<file path="src/pkg/lpm_pkg.sv">
// lpm_pkg: shared types and constants of the low power mode sequencer.
// assumes one clock domain; every control bit travels as a plain port.
package lpm_pkg;

  ////////////////////////////////////////////////////////////////////////
  // power modes: five documented ones plus two wake-up sub-steps
  typedef enum logic [2:0] {
    LPM_FULL_ON    = 3'b000,
    LPM_ACTIVE     = 3'b001,
    LPM_SLEEP      = 3'b010,
    LPM_DEEP_SLEEP = 3'b011,
    LPM_HIBERNATE  = 3'b100,
    LPM_PWR_WAIT   = 3'b101,
    LPM_RST_SEQ    = 3'b110
  } lpm_mode_e;

  ////////////////////////////////////////////////////////////////////////
  // regulator control register, kept alive through hibernation
  typedef struct packed {
    logic       sdram_self_refresh_hold;
    logic       wake_en_eth;
    logic       wake_en_rtc;
    logic       wake_en_phy;
    logic [1:0] regulator_level_field;
  } lpm_regctl_s;

  localparam logic [1:0] LPM_LEVEL_OFF = 2'h0;
  localparam logic [1:0] LPM_LEVEL_RST = 2'h3;
  localparam lpm_regctl_s LPM_REGCTL_RST = '{
    sdram_self_refresh_hold: 1'b0,
    wake_en_eth: 1'b0,
    wake_en_rtc: 1'b0,
    wake_en_phy: 1'b0,
    regulator_level_field: LPM_LEVEL_RST
  };

  ////////////////////////////////////////////////////////////////////////
  // clock tree controls produced for each mode
  typedef struct packed {
    logic core_clk_en;
    logic sys_clk_en;
    logic pll_en;
    logic pll_bypass;
  } lpm_clk_s;

  ////////////////////////////////////////////////////////////////////////
  // pll multiplier range and reset value
  localparam int LPM_MULT_W = 7;
  localparam logic [6:0] LPM_MULT_MIN = 7'h05;
  localparam logic [6:0] LPM_MULT_MAX = 7'h40;
  localparam logic [6:0] LPM_MULT_RST = 7'h06;

  ////////////////////////////////////////////////////////////////////////
  // hibernate wake sources, one bit each
  localparam int LPM_NUM_WAKE = 4;
  localparam int LPM_WK_PHY = 0;
  localparam int LPM_WK_RTC = 1;
  localparam int LPM_WK_ETH = 2;
  localparam int LPM_WK_RESET = 3;

  // length of the hardware reset sequence, in clk cycles
  localparam int LPM_RST_SEQ_CYCLES = 16;

endpackage

</file>
<file path="src/hw/lpm_sequencer.sv">
// lpm_sequencer: power mode sequencer with regulator and pll control.
// assumes all inputs synchronous to clk; clk is the input clock itself.
`timescale 1ns/1ps
`default_nettype none
module lpm_sequencer
  import lpm_pkg::*;
#(
  parameter int RST_SEQ_CYCLES = LPM_RST_SEQ_CYCLES
) (
  // clock and power-on reset
  input wire logic clk,
  input wire logic rst_b,
  // software requests
  input wire logic sleep_req,
  input wire logic deep_sleep_req,
  input wire logic bypass_wr,
  input wire logic bypass_wdata,
  input wire logic mult_wr,
  input wire logic [LPM_MULT_W-1:0] mult_wdata,
  input wire logic regctl_wr,
  input wire lpm_regctl_s regctl_wdata,
  input wire logic cause_clr,
  // wake and event inputs
  input wire logic reset_pin_b,
  input wire logic sleep_wake_in,
  input wire logic rtc_async_irq,
  input wire logic rtc_wake_event,
  input wire logic eth_wake_req,
  input wire logic phy_wake_pin_b,
  input wire logic phy_pin_is_int,
  // regulator side
  input wire logic power_good_in_b,
  output logic regulator_wake_out,
  output logic core_power_on,
  // clock tree controls
  output lpm_clk_s clk_ctl,
  output logic [LPM_MULT_W-1:0] pll_mult,
  output logic buffered_osc_en,
  // system controls
  output logic hw_reset_b,
  output logic pad_oe_allow,
  output logic async_periph_block,
  output logic sdram_self_refresh_hold,
  // status
  output lpm_mode_e mode,
  output lpm_regctl_s regulator_control_reg,
  output logic [LPM_NUM_WAKE-1:0] wake_cause
);

  localparam int CNT_W = $clog2(RST_SEQ_CYCLES + 1);
  localparam logic [CNT_W-1:0] CNT_LAST = CNT_W'(RST_SEQ_CYCLES - 1);

  lpm_mode_e mode_q, mode_d;
  logic [CNT_W-1:0] cnt_q, cnt_d;
  logic bypass_q, bypass_d;
  logic [LPM_MULT_W-1:0] mult_pend_q, mult_pend_d;
  logic [LPM_MULT_W-1:0] mult_app_q, mult_app_d;
  lpm_regctl_s regctl_q, regctl_d;
  logic wake_out_q, wake_out_d;
  lpm_clk_s clk_ctl_q, clk_ctl_d;
  logic power_q, power_d;
  logic hw_rst_b_q, hw_rst_b_d;
  logic pad_oe_q, pad_oe_d;
  logic async_blk_q, async_blk_d;
  logic sdram_hold_q, sdram_hold_d;
  logic osc_en_q, osc_en_d;
  logic running;
  logic mult_ok;
  logic hib_armed;
  logic wake_hit;
  logic [LPM_NUM_WAKE-1:0] wake_src;
  logic [LPM_NUM_WAKE-1:0] wake_en;

  ////////////////////////////////////////////////////////////////////////
  // wake source qualification

  // phy pin counts only when it is not wired as the phy interrupt
  always_comb begin
    wake_src = '0;
    wake_src[LPM_WK_PHY] = ~phy_wake_pin_b & ~phy_pin_is_int;
    wake_src[LPM_WK_RTC] = rtc_wake_event;
    wake_src[LPM_WK_ETH] = eth_wake_req;
    wake_src[LPM_WK_RESET] = ~reset_pin_b;
  end

  // reset pin is always allowed; the others follow their enables
  always_comb begin
    wake_en = '0;
    wake_en[LPM_WK_PHY] = regctl_q.wake_en_phy;
    wake_en[LPM_WK_RTC] = regctl_q.wake_en_rtc;
    wake_en[LPM_WK_ETH] = regctl_q.wake_en_eth;
    wake_en[LPM_WK_RESET] = 1'b1;
  end

  // wake sources are looked at only while hibernating, never in the power wait
  assign hib_armed = (mode_q == LPM_HIBERNATE);

  lpm_wake_qual #(
    .N(LPM_NUM_WAKE)
  ) u_wake_qual (
    .clk(clk),
    .rst_b(rst_b),
    .armed(hib_armed),
    .cause_clr(cause_clr),
    .src(wake_src),
    .en(wake_en),
    .hit_q(wake_hit),
    .cause_q(wake_cause)
  );

  ////////////////////////////////////////////////////////////////////////
  // mode sequencing

  // software writes are honoured only while the core runs
  assign running = (mode_q == LPM_FULL_ON) || (mode_q == LPM_ACTIVE);
  assign mult_ok = (mult_wdata >= LPM_MULT_MIN) && (mult_wdata <= LPM_MULT_MAX);

  // next mode and the registers it owns
  always_comb begin
    mode_d = mode_q;
    cnt_d = cnt_q;
    bypass_d = bypass_q;
    mult_pend_d = mult_pend_q;
    mult_app_d = mult_app_q;
    regctl_d = regctl_q;
    wake_out_d = wake_out_q;
    if (running && bypass_wr) begin
      bypass_d = bypass_wdata;
    end
    if (running && mult_wr && mult_ok) begin
      mult_pend_d = mult_wdata;
    end
    if (running && regctl_wr) begin
      regctl_d = regctl_wdata;
    end
    case (mode_q)
      LPM_FULL_ON, LPM_ACTIVE: begin
        if (regctl_wr && regctl_wdata.regulator_level_field == LPM_LEVEL_OFF) begin
          mode_d = LPM_HIBERNATE;
          wake_out_d = 1'b0;
        end else if (deep_sleep_req) begin
          mode_d = LPM_DEEP_SLEEP;
        end else if (sleep_req) begin
          mode_d = LPM_SLEEP;
        end else if (bypass_d) begin
          mode_d = LPM_ACTIVE;
        end else begin
          mode_d = LPM_FULL_ON;
        end
      end
      LPM_SLEEP: begin
        // sleep wakes on any event and lands by the bypass choice
        if (sleep_wake_in) begin
          mode_d = bypass_q ? LPM_ACTIVE : LPM_FULL_ON;
        end
      end
      LPM_DEEP_SLEEP: begin
        // other interrupts are ignored here on purpose
        if (rtc_async_irq) begin
          mode_d = LPM_ACTIVE;
          bypass_d = 1'b1;
        end
      end
      LPM_HIBERNATE: begin
        // only a qualified wake leaves; the regulator is asked up at once
        if (wake_hit) begin
          mode_d = LPM_PWR_WAIT;
          wake_out_d = 1'b1;
        end
      end
      LPM_PWR_WAIT: begin
        // regulator startup time is unknown, so wait as long as it takes
        if (!power_good_in_b) begin
          mode_d = LPM_RST_SEQ;
          cnt_d = '0;
        end
      end
      LPM_RST_SEQ: begin
        // lost state returns to reset values; regctl is left alone
        bypass_d = 1'b0;
        mult_pend_d = LPM_MULT_RST;
        mult_app_d = LPM_MULT_RST;
        if (cnt_q == CNT_LAST) begin
          mode_d = LPM_FULL_ON;
        end else begin
          cnt_d = cnt_q + 1'b1;
        end
      end
      default: begin
        mode_d = LPM_FULL_ON;
      end
    endcase
    // the reset pin outside hibernation and the power wait restarts through the sequence
    if (!reset_pin_b && mode_q != LPM_HIBERNATE && mode_q != LPM_PWR_WAIT) begin
      mode_d = LPM_RST_SEQ;
      cnt_d = '0;
    end
    // a new multiplier only takes effect once full-on is reached
    if (mode_d == LPM_FULL_ON && mode_q != LPM_RST_SEQ) begin
      mult_app_d = mult_pend_d;
    end
  end

  // register the mode group; regctl survives any non power-on reset
  always_ff @(posedge clk or negedge rst_b) begin
    if (!rst_b) begin
      mode_q <= LPM_FULL_ON;
      cnt_q <= '0;
      bypass_q <= 1'b0;
      mult_pend_q <= LPM_MULT_RST;
      mult_app_q <= LPM_MULT_RST;
      regctl_q <= LPM_REGCTL_RST;
      wake_out_q <= 1'b1;
    end else begin
      mode_q <= mode_d;
      cnt_q <= cnt_d;
      bypass_q <= bypass_d;
      mult_pend_q <= mult_pend_d;
      mult_app_q <= mult_app_d;
      regctl_q <= regctl_d;
      wake_out_q <= wake_out_d;
    end
  end

  ////////////////////////////////////////////////////////////////////////
  // per-mode outputs, decoded from the next mode so they align with it

  // clock, power and pad controls for each mode
  always_comb begin
    clk_ctl_d = '0;
    power_d = 1'b1;
    hw_rst_b_d = 1'b1;
    pad_oe_d = 1'b1;
    async_blk_d = 1'b0;
    sdram_hold_d = 1'b0;
    osc_en_d = 1'b1;
    case (mode_d)
      LPM_FULL_ON: begin
        clk_ctl_d = '{core_clk_en: 1'b1, sys_clk_en: 1'b1,
                      pll_en: 1'b1, pll_bypass: 1'b0};
      end
      LPM_ACTIVE: begin
        clk_ctl_d = '{core_clk_en: 1'b1, sys_clk_en: 1'b1,
                      pll_en: 1'b1, pll_bypass: 1'b1};
      end
      LPM_SLEEP: begin
        clk_ctl_d = '{core_clk_en: 1'b0, sys_clk_en: 1'b1,
                      pll_en: 1'b1, pll_bypass: bypass_q};
      end
      LPM_DEEP_SLEEP: begin
        clk_ctl_d = '0;
        async_blk_d = 1'b1;
      end
      LPM_HIBERNATE, LPM_PWR_WAIT: begin
        clk_ctl_d = '0;
        power_d = 1'b0;
        hw_rst_b_d = 1'b0;
        pad_oe_d = 1'b0;
        async_blk_d = 1'b1;
        osc_en_d = 1'b0;
        // the entering write lands on this same edge, so take the bit being
        // written; the old register copy would lag one hibernation behind
        sdram_hold_d = regctl_d.sdram_self_refresh_hold;
      end
      LPM_RST_SEQ: begin
        // clocks run with the pll at its default so reset logic is clocked
        clk_ctl_d = '{core_clk_en: 1'b1, sys_clk_en: 1'b1,
                      pll_en: 1'b1, pll_bypass: 1'b0};
        hw_rst_b_d = 1'b0;
        // the retained hold bit keeps sdram in self-refresh until full-on
        sdram_hold_d = regctl_d.sdram_self_refresh_hold;
      end
      default: begin
        clk_ctl_d = '0;
      end
    endcase
  end

  // register the output group; power-on looks like full-on
  always_ff @(posedge clk or negedge rst_b) begin
    if (!rst_b) begin
      clk_ctl_q <= '{core_clk_en: 1'b1, sys_clk_en: 1'b1,
                     pll_en: 1'b1, pll_bypass: 1'b0};
      power_q <= 1'b1;
      hw_rst_b_q <= 1'b1;
      pad_oe_q <= 1'b1;
      async_blk_q <= 1'b0;
      sdram_hold_q <= 1'b0;
      osc_en_q <= 1'b1;
    end else begin
      clk_ctl_q <= clk_ctl_d;
      power_q <= power_d;
      hw_rst_b_q <= hw_rst_b_d;
      pad_oe_q <= pad_oe_d;
      async_blk_q <= async_blk_d;
      sdram_hold_q <= sdram_hold_d;
      osc_en_q <= osc_en_d;
    end
  end

  ////////////////////////////////////////////////////////////////////////
  // outputs, each straight from a flip-flop
  // no glue after the flops, so pads and the regulator never see decode glitches
  assign mode = mode_q;
  assign regulator_control_reg = regctl_q;
  assign regulator_wake_out = wake_out_q;
  assign core_power_on = power_q;
  assign clk_ctl = clk_ctl_q;
  assign pll_mult = mult_app_q;
  assign buffered_osc_en = osc_en_q;
  assign hw_reset_b = hw_rst_b_q;
  assign pad_oe_allow = pad_oe_q;
  assign async_periph_block = async_blk_q;
  assign sdram_self_refresh_hold = sdram_hold_q;

endmodule
`default_nettype wire

</file>
<file path="src/hw/lpm_wake_qual.sv">
// lpm_wake_qual: qualifies hibernate wake sources against their enables.
// assumes sources are synchronous to clk and active high.
`timescale 1ns/1ps
`default_nettype none
module lpm_wake_qual
  import lpm_pkg::*;
#(
  parameter int N = LPM_NUM_WAKE
) (
  // clock and reset
  input wire logic clk,
  input wire logic rst_b,
  // control
  input wire logic armed,
  input wire logic cause_clr,
  // sources and enables
  input wire logic [N-1:0] src,
  input wire logic [N-1:0] en,
  // results
  output logic hit_q,
  output logic [N-1:0] cause_q
);

  logic [N-1:0] hit_vec;
  logic [N-1:0] cause_d;
  logic hit_d;

  ////////////////////////////////////////////////////////////////////////
  // per source: act only while armed and enabled; set beats clear
  genvar gi;
  for (gi = 0; gi < N; gi++) begin : g_src
    assign hit_vec[gi] = armed & en[gi] & src[gi];
    assign cause_d[gi] = hit_vec[gi] | (cause_q[gi] & ~cause_clr);
  end

  assign hit_d = |hit_vec;

  // register the hit, high each cycle a source qualifies, and the sticky cause bits
  always_ff @(posedge clk or negedge rst_b) begin
    if (!rst_b) begin
      hit_q <= 1'b0;
      cause_q <= '0;
    end else begin
      hit_q <= hit_d;
      cause_q <= cause_d;
    end
  end

endmodule
`default_nettype wire

</file>
<file path="config.mk">
export PLATFORM = sky130hd
export DESIGN_NAME = lpm_sequencer
export DESIGN_NICKNAME = d
export VERILOG_FILES = /design/src/pkg/lpm_pkg.sv /design/src/hw/lpm_sequencer.sv /design/src/hw/lpm_wake_qual.sv
export SDC_FILE = /design/constraint.sdc
export NUM_CORES = 1
export LEC_CHECK = 0
export ABC_AREA = 1
export BUFFER_PORTS_ARGS = -buffer_cell sky130_fd_sc_hd__buf_2
export CORE_UTILIZATION = 55
export DETAILED_ROUTE_END_ITERATION = 10
export MAX_ROUTING_LAYER = met4
export PLACE_DENSITY = 0.89
export SYNTH_ARGS = -nofsm -noshare
export SYNTH_HDL_FRONTEND = slang
export SYNTH_SLANG_ARGS = --single-unit
</file>
<file path="constraint.sdc">
create_clock -name clk -period 4 [get_ports clk]
set_input_delay 0.4 -clock clk [delete_from_list [all_inputs] [get_ports clk]]
set_output_delay 0.4 -clock clk [all_outputs]
set_load 0.02 [all_outputs]
</file>
; ---- After elaboration in Yosys (flattened, before gate mapping)
; Index checks and enable logic that the tools add are counted.
[word_totals]
ff_bits = 43
ram_bits = 0
romBits = 0
latch_bits = 0
output_inout_bits = 31
mem_count = 0
wordCells = 121
[op_classes]
n_eq_ne = 20
n_shift = 0
muxes = 32
add_sub_neg = 1
magnitude_cmp = 2
n_div = 0
reduce_logical = 25
bitwise = 20
multipliers = 0
[op_table]
columns = operator, count
row1 = 2-to-1 mux 7 bit, 4
row2 = 2-to-1 mux 3 bit, 7
row3 = "equality test 3 bit, second input constant", 6
row4 = case mux 3 bit (6 select lines), 1
row5 = 2-to-1 mux 5 bit, 3
row6 = "inequality test 3 bit, second input constant", 5
row7 = bitwise AND 1 bit, 12
row8 = "equality test 3 x 2 -> 1 bit, second input constant", 4
row9 = case mux 4 bit (3 select lines), 1
row10 = 2-to-1 mux 1 bit, 10
row11 = case mux 5 bit (2 select lines), 1
row12 = logical AND 1 bit, 9
row13 = "greater-or-equal comparator 7 x 3 -> 1 bit, second input constant", 1
row14 = "less-or-equal comparator 7 bit, second input constant", 1
row15 = "equality test 3 x 1 -> 1 bit, second input constant", 2
row16 = zero test 3 bit, 2
row17 = 2-to-1 mux 6 bit, 1
row18 = AND reduction 3 bit, 2
row19 = OR reduction 2 bit, 3
row20 = OR reduction 3 bit, 2
row21 = "adder 5 x 1 -> 5 bit, second input constant", 1
row22 = "equality test 5 x 4 -> 1 bit, second input constant", 1
row23 = 2-to-1 mux 2 bit, 2
row24 = "inequality test 2 bit, second input constant", 2
row25 = 9 further kinds, 17

; ---- Depth between registers and ports, before layout
; Gate-level depths: netlist (run 1).
[depth]
depth_word = 13
ltp_mapped = 13

; ---- By module
; From an unflattened synthesis (run 1), not the netlist that was laid out.
[unflattened]
hier_cells = 249
area_unflattened_um2 = 2093.3
[by_module_without_submodules]
columns = module, area_each_um2, instances, cells_each
row1 = lpm_sequencer, 1894.3, 1, 227
row2 = lpm_wake_qual, 198.9, 1, 22

; ---- Worst setup path before layout (run 1)
; No wires, ideal clock.
[synth_path]
kind = flip-flop to flip-flop
start = register cnt_q[0]
end = register cnt_q[0]
t_arrival_ns = 1.517
n_path_buf = 0
synth_period_minus_slack_ns = 1.596
slack_ns = 2.404
setup_ns = 0.079
stages_incl_launch_ff = 12
cell_sequence = dfrtp_1 -> ha_1 -> nand2_1 -> nor2_1 -> ha_1 -> nor2_2 -> nor2_2 -> nand2_1 -> nand2_1 -> inv_2 -> nand3_1 -> mux2i_1
[synth_via]
elab_chain_cells = 4
[synth_lines]
columns = element, line
row1 = from (decl), lpm_sequencer.sv:54  ; logic [CNT_W-1:0] cnt_q, cnt_d;
row2 = from (signal assigned), lpm_sequencer.sv:216  ; cnt_q <= cnt_d;
row3 = adder 5 x 1 -> 5 bit, lpm_sequencer.sv:186  ; cnt_d = cnt_q + 1'b1;
row4 = 2-to-1 mux 5 bit, lpm_sequencer.sv:183  ; if (cnt_q == CNT_LAST) begin
row5 = case mux 5 bit (2 select lines), lpm_sequencer.sv:136  ; case (mode_q)
row6 = 2-to-1 mux 5 bit, lpm_sequencer.sv:194  ; if (!reset_pin_b && mode_q != LPM_HIBERNATE && mode_q != LPM_PWR_WAIT) begin
; Parallel ways exist; a longest one is shown, timed or not. The select of a mux whose other input is x is not followed.
; A chain may end at the register's enable or synchronous reset.

; ---- Worst setup path in the final report (run 1)
[layout_path]
start = register mode_q[1], in the netlist mode[1]
end = register cnt_q[0]
[layout_via]
elab_chain_cells = 5
[layout_lines]
columns = element, line
row1 = from (decl), lpm_sequencer.sv:53  ; lpm_mode_e mode_q, mode_d;
row2 = from (signal assigned), lpm_sequencer.sv:215  ; mode_q <= mode_d;
row3 = inequality test 3 bit, lpm_sequencer.sv:194
row4 = logical AND 1 bit (2 in series), lpm_sequencer.sv:194
row5 = inequality test 3 bit (no source line) / nonzero test 3 bit (equally long branches), n/a
row6 = AND reduction 3 bit (no source line), n/a
; Parallel ways exist; a longest one is shown, timed or not.

==> results of run 1 <==
[layout by cell type, fill, tap and decap left out, types with 2 or more instances in the layout]
cell type  count
inv_1         31
nand3_1       26
nand3_2        3
nor2_4         2
a21oi_1        8
inv_2          3
dfstp_2       11
nor2_2         4
nand2_1       48
nor2_1        14
ha_1           2
nand2_4        2
bufinv_16      2
buf_2         60
dfrtp_1       31
o21ai_0       13
clkbuf_8       6
nand4_1       13
nand2_2        4
mux2_2         3
[power by group through the flow]
stage               sequential (mW)  combinational [mW]  clock (mW)
finish                        0.583               0.420       0.408
floorplan                     0.670               0.219           0
detailed placement            0.589               0.420           0
CTS                           0.582               0.424       0.412
global route                  0.591               0.464       0.439
global placement              0.584               0.409           0
[worst min-delay path by stage]
stage | slack (ps) | to
finish | 220 | regulator_control_reg[2]
global route | 280 | cnt_q[3]
CTS | 250 | regulator_control_reg[2]
detailed placement | 480 | regulator_wake_out
global placement | 470 | regulator_wake_out
floorplan | 100 | async_periph_block
[critical path, cell delays in order (launching register included)]
cell	delay, ps
dfrtp_1	570
nand3_2	330
nor2_2	220
nor2_2	60
nand2_1	80
nand2_1	100
inv_2	120
nand3_1	110
mux2i_1	150
[layer usage]
| metal | routed length [um] | vias to the layer above | part of all wire | global-route usage |
|---|---|---|---|---|
| met5 | 0 | - | 0 | - |
| met4 | 106 | 0 | 0.026 | 0.09884 |
| met3 | 220 | 11 | 0.054 | 0.06934 |
| met2 | 2033 | 59 | 0.50 | 0.3832 |
| met1 | 1709 | 817 | 0.42 | 0.2837 |
| li1 | - | 874 | - | - |
[final cells by class]
| cell class | instances | area (um2) | area share |
|---|---|---|---|
| repair buffers | 60 | 300.3 | 0.1202 |
| clock buffers | 6 | 82.58 | 0.03305 |
| well taps | 46 | 57.56 | 0.02303 |
| clock inverters | 2 | 60.06 | 0.02404 |
| inverters | 34 | 127.6 | 0.05108 |
| flip-flops and latches | 42 | 1065 | 0.4261 |
| multi-input cells | 150 | 805.8 | 0.3225 |
[cells by family (layout without fill, tap and decap cells)]
kind of cell	after synthesis	after routing	share of synthesized area
AO/OA/AOI/OAI	25	25	0.06819
adder cells (fa/ha/maj)	2	2	0.01228
buffers and inverters	39	102	0.08169
flip-flops	42	42	0.5227
multiplexers	4	4	0.02150
AND/OR/NAND/NOR	119	119	0.2936
[stage by stage]
| stage | utilization | cell area (um2) | hold slack [ps] | std cells |
|---|---|---|---|---|
| 4_1_cts | 0.7259 | 2499 | 245.4 | 340 |
| 3_3_place_gp | 0.6845 | 2356 | 473.6 | 332 |
| 2_1_floorplan | - | 2037 | 104.4 | 231 |
| 3_5_place_dp | 0.6845 | 2356 | 475.3 | 332 |
| 6_report | 0.7259 | 2499 | 216.5 | 340 |
| 5_1_grt | 0.7259 | 2499 | 280.7 | 340 |
==> run_results.csv, run 1 <==
group,metric,value,unit
status,outcome,"completed",
floorplan,die_x,62.86,um
critical_path,end_kind,"flip-flop",
sta,setup_viol,0,
cts,clock_latency,300,ps
cts,cts_buffers,5,
sta,drv_slew,0,
detailed_routing,routed_wl,4070,um
cts,cts_buffer_depth,2,
sta,period_needed,1834,ps
power,power,1.411,mW
logic_synthesis,synth.net_count,263,
power,p_leak,1.307,nW
floorplan,num_rows,21,
detailed_routing,drt-initial-drc-count,123,
detailed_routing,detail_route.vias_per_cell,5.179,
critical_path,r2r-start,"mode[1]",
floorplan,core,3442,um2
logic_synthesis,synthTopCellsByArea,"dfrtp_1 (38%), dfstp_2 (14%), nand2_1 (8.8%), nand3_1 (6.4%), inv_1 (5.7%)",
power,peakVddDrop,360.9,uV
power,p_clk_frac,0.289,
logic_synthesis,yosysSeqAreaShare,0.5227,
logic_synthesis,netlist_instances,231,
logic_synthesis,syn_avg_cell_area,8.818,um2
grt,track_usage,0.2398,
layout,nets,325,
logic_synthesis,synth_area,2037,um2
critical_path,rr_worst_depth,8,
placed_design,io_buffers,60,
logic_synthesis,yosysTopAreaCellShare,0.3808,
logic_synthesis,yosys_register_bits,42,
floorplan,io_pins,61,
grt,antenna_found_initial,0,
cts,cts_tree,"yes",
logic_synthesis,synthFlopType,"dfrtp_1",
sta,hold_violations,0,
placed_design,hpwl,3010,um
detailed_routing,wire_per_inst,11.97,um
floorplan,fp.dieH,62.86,um
critical_path,rrSetupSlack,2170,ps
worst_hold_path,hold_class,"primary input to async pin",
floorplan,start_util,0.5918,
logic_synthesis,synth_cell_types,28,
sta,clock.fmax,545.2,MHz
cts,cts_hold_buffers,0,
cts,ctsHtreeMaxLevel,2,
sta,tightest_slew,872.4,ps
layout,layout-drive-gt1-share,0.3503,
logic_synthesis,yosysMostFrequentCell,"nand2_1",
sta,relSlewSlack,0.4184,
power,p_sw,0.4793,mW
grt,grt_pass1_vias,1627,
grt,grt_max_degree,43,
sta,fin_tns_setup,0,ps
detailed_routing,vias,1761,
critical_path,rr_endpoint,"cnt_q[0]",
layout,n_fill_cell,253,
power,swShare,0.3397,
logic_synthesis,synth-edff-count,0,
sta,post-route-period-util,0.4586,
critical_path,cp-endpoint,"cnt_q[0]",
power,pwr-share-seq,0.413,
sta,rsz0062_at_grt,"false",
layout,diodes,0,
placed_design,dpl_worst_slack,2227,ps
detailed_routing,postRouteAntennaNets,0,
cts,cts-root-buf,"clkbuf_8",
run,max_cap_violations,0,
logic_synthesis,yosysTopAreaCell,"dfrtp_1",
power,powerDensity,564.7,nW/um2
cts,clk_pin_slew,80,ps
critical_path,cp.arrival,2050,ps
critical_path,critPathLaunch,"mode[1]",
detailed_routing,drc,0,
cts,cts.sink_count,42,
grt,grt_first_pass_wirelength,7100,um
cts,postCtsResizedCells,0,
floorplan,die_area,3951,um2
placed_design,place_congestion,0.8789,
detailed_routing,drtPass1Iterations,4,
layout,area_growth_syn_to_layout,22.67,%
cts,post_cts_buffers,0,
logic_synthesis,async_reset_ff_frac,1.000,
critical_path,crit_type,"flip-flop to flip-flop",
power,intPower,0.9317,mW
critical_path,cp-start-kind,"flip-flop",
critical_path,worstPathMaxFanout,13,
sta,setup_ws,2166,ps
power,p_comb_frac,0.298,
sta,finClkSkew,11.17,ps
logic_synthesis,yosysWarnings,0,
logic_synthesis,synth_common_cells,"nand2_1 (48), dfrtp_1 (31), inv_1 (31)",
grt,grt_overflow,0,
critical_path,worst-endpoint-required,4210,ps
Power figures use the tool's default switching activity.
==> run 2, diff against run 1 <==
--- a/config.mk
+++ b/config.mk
@@ -7,10 +7,10 @@
 export LEC_CHECK = 0
 export ABC_AREA = 1
 export BUFFER_PORTS_ARGS = -buffer_cell sky130_fd_sc_hd__buf_2
-export CORE_UTILIZATION = 55
+export CORE_UTILIZATION = 46
 export DETAILED_ROUTE_END_ITERATION = 10
 export MAX_ROUTING_LAYER = met4
-export PLACE_DENSITY = 0.89
+export PLACE_DENSITY = 0.8
 export SYNTH_ARGS = -nofsm -noshare
 export SYNTH_HDL_FRONTEND = slang
 export SYNTH_SLANG_ARGS = --single-unit
==> constraint.sdc (replaced) <==
create_clock -name clk -period 1.5 [get_ports clk]
set_input_delay 0.15 -clock clk [delete_from_list [all_inputs] [get_ports clk]]
set_output_delay 0.15 -clock clk [all_outputs]
set_load 0.02 [all_outputs]
==> run_results.csv, run 2 (synthesized netlist as in run 1, its figures left out) <==
group,metric,value,unit
layout,layout_commonest_cell,"buf_2",
critical_path,cp.arrival,1940,ps
critical_path,cp-start-kind,"flip-flop",
layout,area_growth_syn_to_layout,36.00,%
grt,use_met2,0.3407,
sta,tightest_slew,502.4,ps
detailed_routing,detail_route.vias_per_cell,4.995,
detailed_routing,wire_per_inst,12.20,um
floorplan,die_area,4698,um2
critical_path,rr_worst_depth,11,
status,outcome,"complete, but fails checks",
grt,grt.met1_usage,0.2545,
sta,fin_tns_setup,-2207,ps
grt,track_usage,0.2125,
cts,cts.sink_count,42,
cts,clk_pin_slew,80,ps
critical_path,worst-endpoint-required,1740,ps
detailed_routing,postRouteAntennaNets,0,
grt,use_met3,0.04441,
sta,hold_slack,78.02,ps
critical_path,rr_endpoint,"pll_mult[6]",
critical_path,r2r-start,"cnt_q[0]",
floorplan,core,4115,um2
layout,final_cell_mix,"buf_2 (60), nand2_1 (46), inv_1 (30)",
detailed_routing,drt-initial-drc-count,83,
critical_path,crit_type,"flip-flop to flip-flop",
grt,grt_pass1_vias,1718,
power,p_leak,1.434,nW
layout,fin_area,2770,um2
placed_design,place_congestion,0.8253,
floorplan,fp.dieH,68.55,um
placed_design,hpwl,3207,um
cts,cts-root-buf,"clkbuf_8",
worst_hold_path,hp-start,"cause_clr",
critical_path,rrSetupSlack,-200,ps
status,violations,"setup timing",
sta,finClkSkew,5.732,ps
cts,cts_buffer_depth,2,
sta,period_needed,1698,ps
sta,post-route-period-util,1.132,
critical_path,worstPathMaxFanout,5,
power,powerDensity,1399,nW/um2
floorplan,start_util,0.4950,
cts,clock_latency,300,ps
placed_design,dp_cells,355,
worst_hold_path,hold_class,"primary input to flip-flop",
sta,drv_slew,0,
layout,layout-drive-gt1-share,0.4458,
sta,hold_violations,0,
detailed_routing,routed_wl,4549,um
floorplan,die_x,68.55,um
grt,antenna_found_initial,0,
floorplan,io_pins,61,
layout,fin_cells,373,
critical_path,end_kind,"flip-flop",
grt,top_usage_layer,"met2",
cts,ctsHtreeMaxLevel,2,
critical_path,cp-endpoint,"pll_mult[6]",
detailed_routing,drtPass1Iterations,4,
placed_design,io_buffers,60,
grt,grt_overflow,0,
sta,relSlewSlack,0.6651,
sta,setup_viol,19,
run,max_cap_violations,0,
cts,cts_buffers,5,
power,peakVddDrop,723.8,uV
critical_path,critPathLaunch,"cnt_q[0]",
detailed_routing,drc,0,
sta,setup_ws,-197.7,ps
cts,cts_tree,"yes",
power,power,3.875,mW
sta,rsz0062_at_grt,"true",
floorplan,num_rows,23,
layout,nets,354,
layout,diodes,0,
sta,clock.fmax,589.0,MHz
detailed_routing,vias,1863,
placed_design,dpl_cell_area,2510,um2
grt,grt_max_degree,43,
grt,grt_first_pass_wirelength,7051,um
==> run 2: cell types whose count changed in the layout (fill, tap and decap cells not counted), sizes merged <==
cell,before,now
buf,60,88
bufinv,2,1
clkinvlp,0,1
dlygate4sd3,0,1
==> run 2: power breakdown <==
part	switching (mW)	internal (mW)	total, mW
registers	0.132	1.41	1.54
logic	0.871	0.583	1.45
clock network	0.384	0.496	0.880
total	1.39	2.49	3.87
==> run 2: through the flow <==
step | util | setup slack [ps]
6_report | 0.6732 | -197.7
3_3_place_gp | 0.6099 | -104.6
5_1_grt | 0.6732 | -291.6
2_1_floorplan | - | -78.97
3_5_place_dp | 0.6099 | -184.7
4_1_cts | 0.6455 | -192.4
==> run 2: how the worst min path moves through the flow <==
stage | endpoint | slack [ps] | cells after the start
5_1_grt | regulator_control_reg[2] | 80 | 2
2_1_floorplan | async_periph_block | -150 | 0
4_1_cts | u_wake_qual.cause_q[1] | 70 | 2
3_5_place_dp | cnt_q[1] | 240 | 2
3_3_place_gp | u_wake_qual.cause_q[2] | 240 | 2
6_report | u_wake_qual.cause_q[1] | 80 | 2
==> run 2: worst max-delay path, cell delays in order (launching register included) <==
cell and delay, ps:
dfrtp_1 360, ha_2 200, nand2_2 70, nor2_2 90, ha_2 200, nor2_4 40
nor2_2 110, nand2_2 100, nor2_4 160, buf_6 130, nand3_1 90, nand2_1 80
==> run 2: per-layer routing <==
metal	share of wire	wire (um)
met5	0	0
met4	0.023	104
met3	0.044	198
met2	0.49	2229
met1	0.44	2016
==> run 2: timing repair <==
item | in CTS | in global routing
endpoints found under the setup margin | 25 | 29
hold buffers | 1 | 0
endpoints found under the hold margin | 31 | 0
buffers inserted | 2 | 7
gates resized for setup | 6 | 14
pin swaps | 3 | 8
==> run 2: cell type report <==
cell class | count | area [um2]
clock buffer | 6 | 72.57
clock inverter | 2 | 37.54
fill | 332 | 1345
inverter | 34 | 130.1
multi-input combinational | 150 | 875.8
sequential | 42 | 1067
tap | 50 | 62.56
timing repair buffer | 89 | 524.3
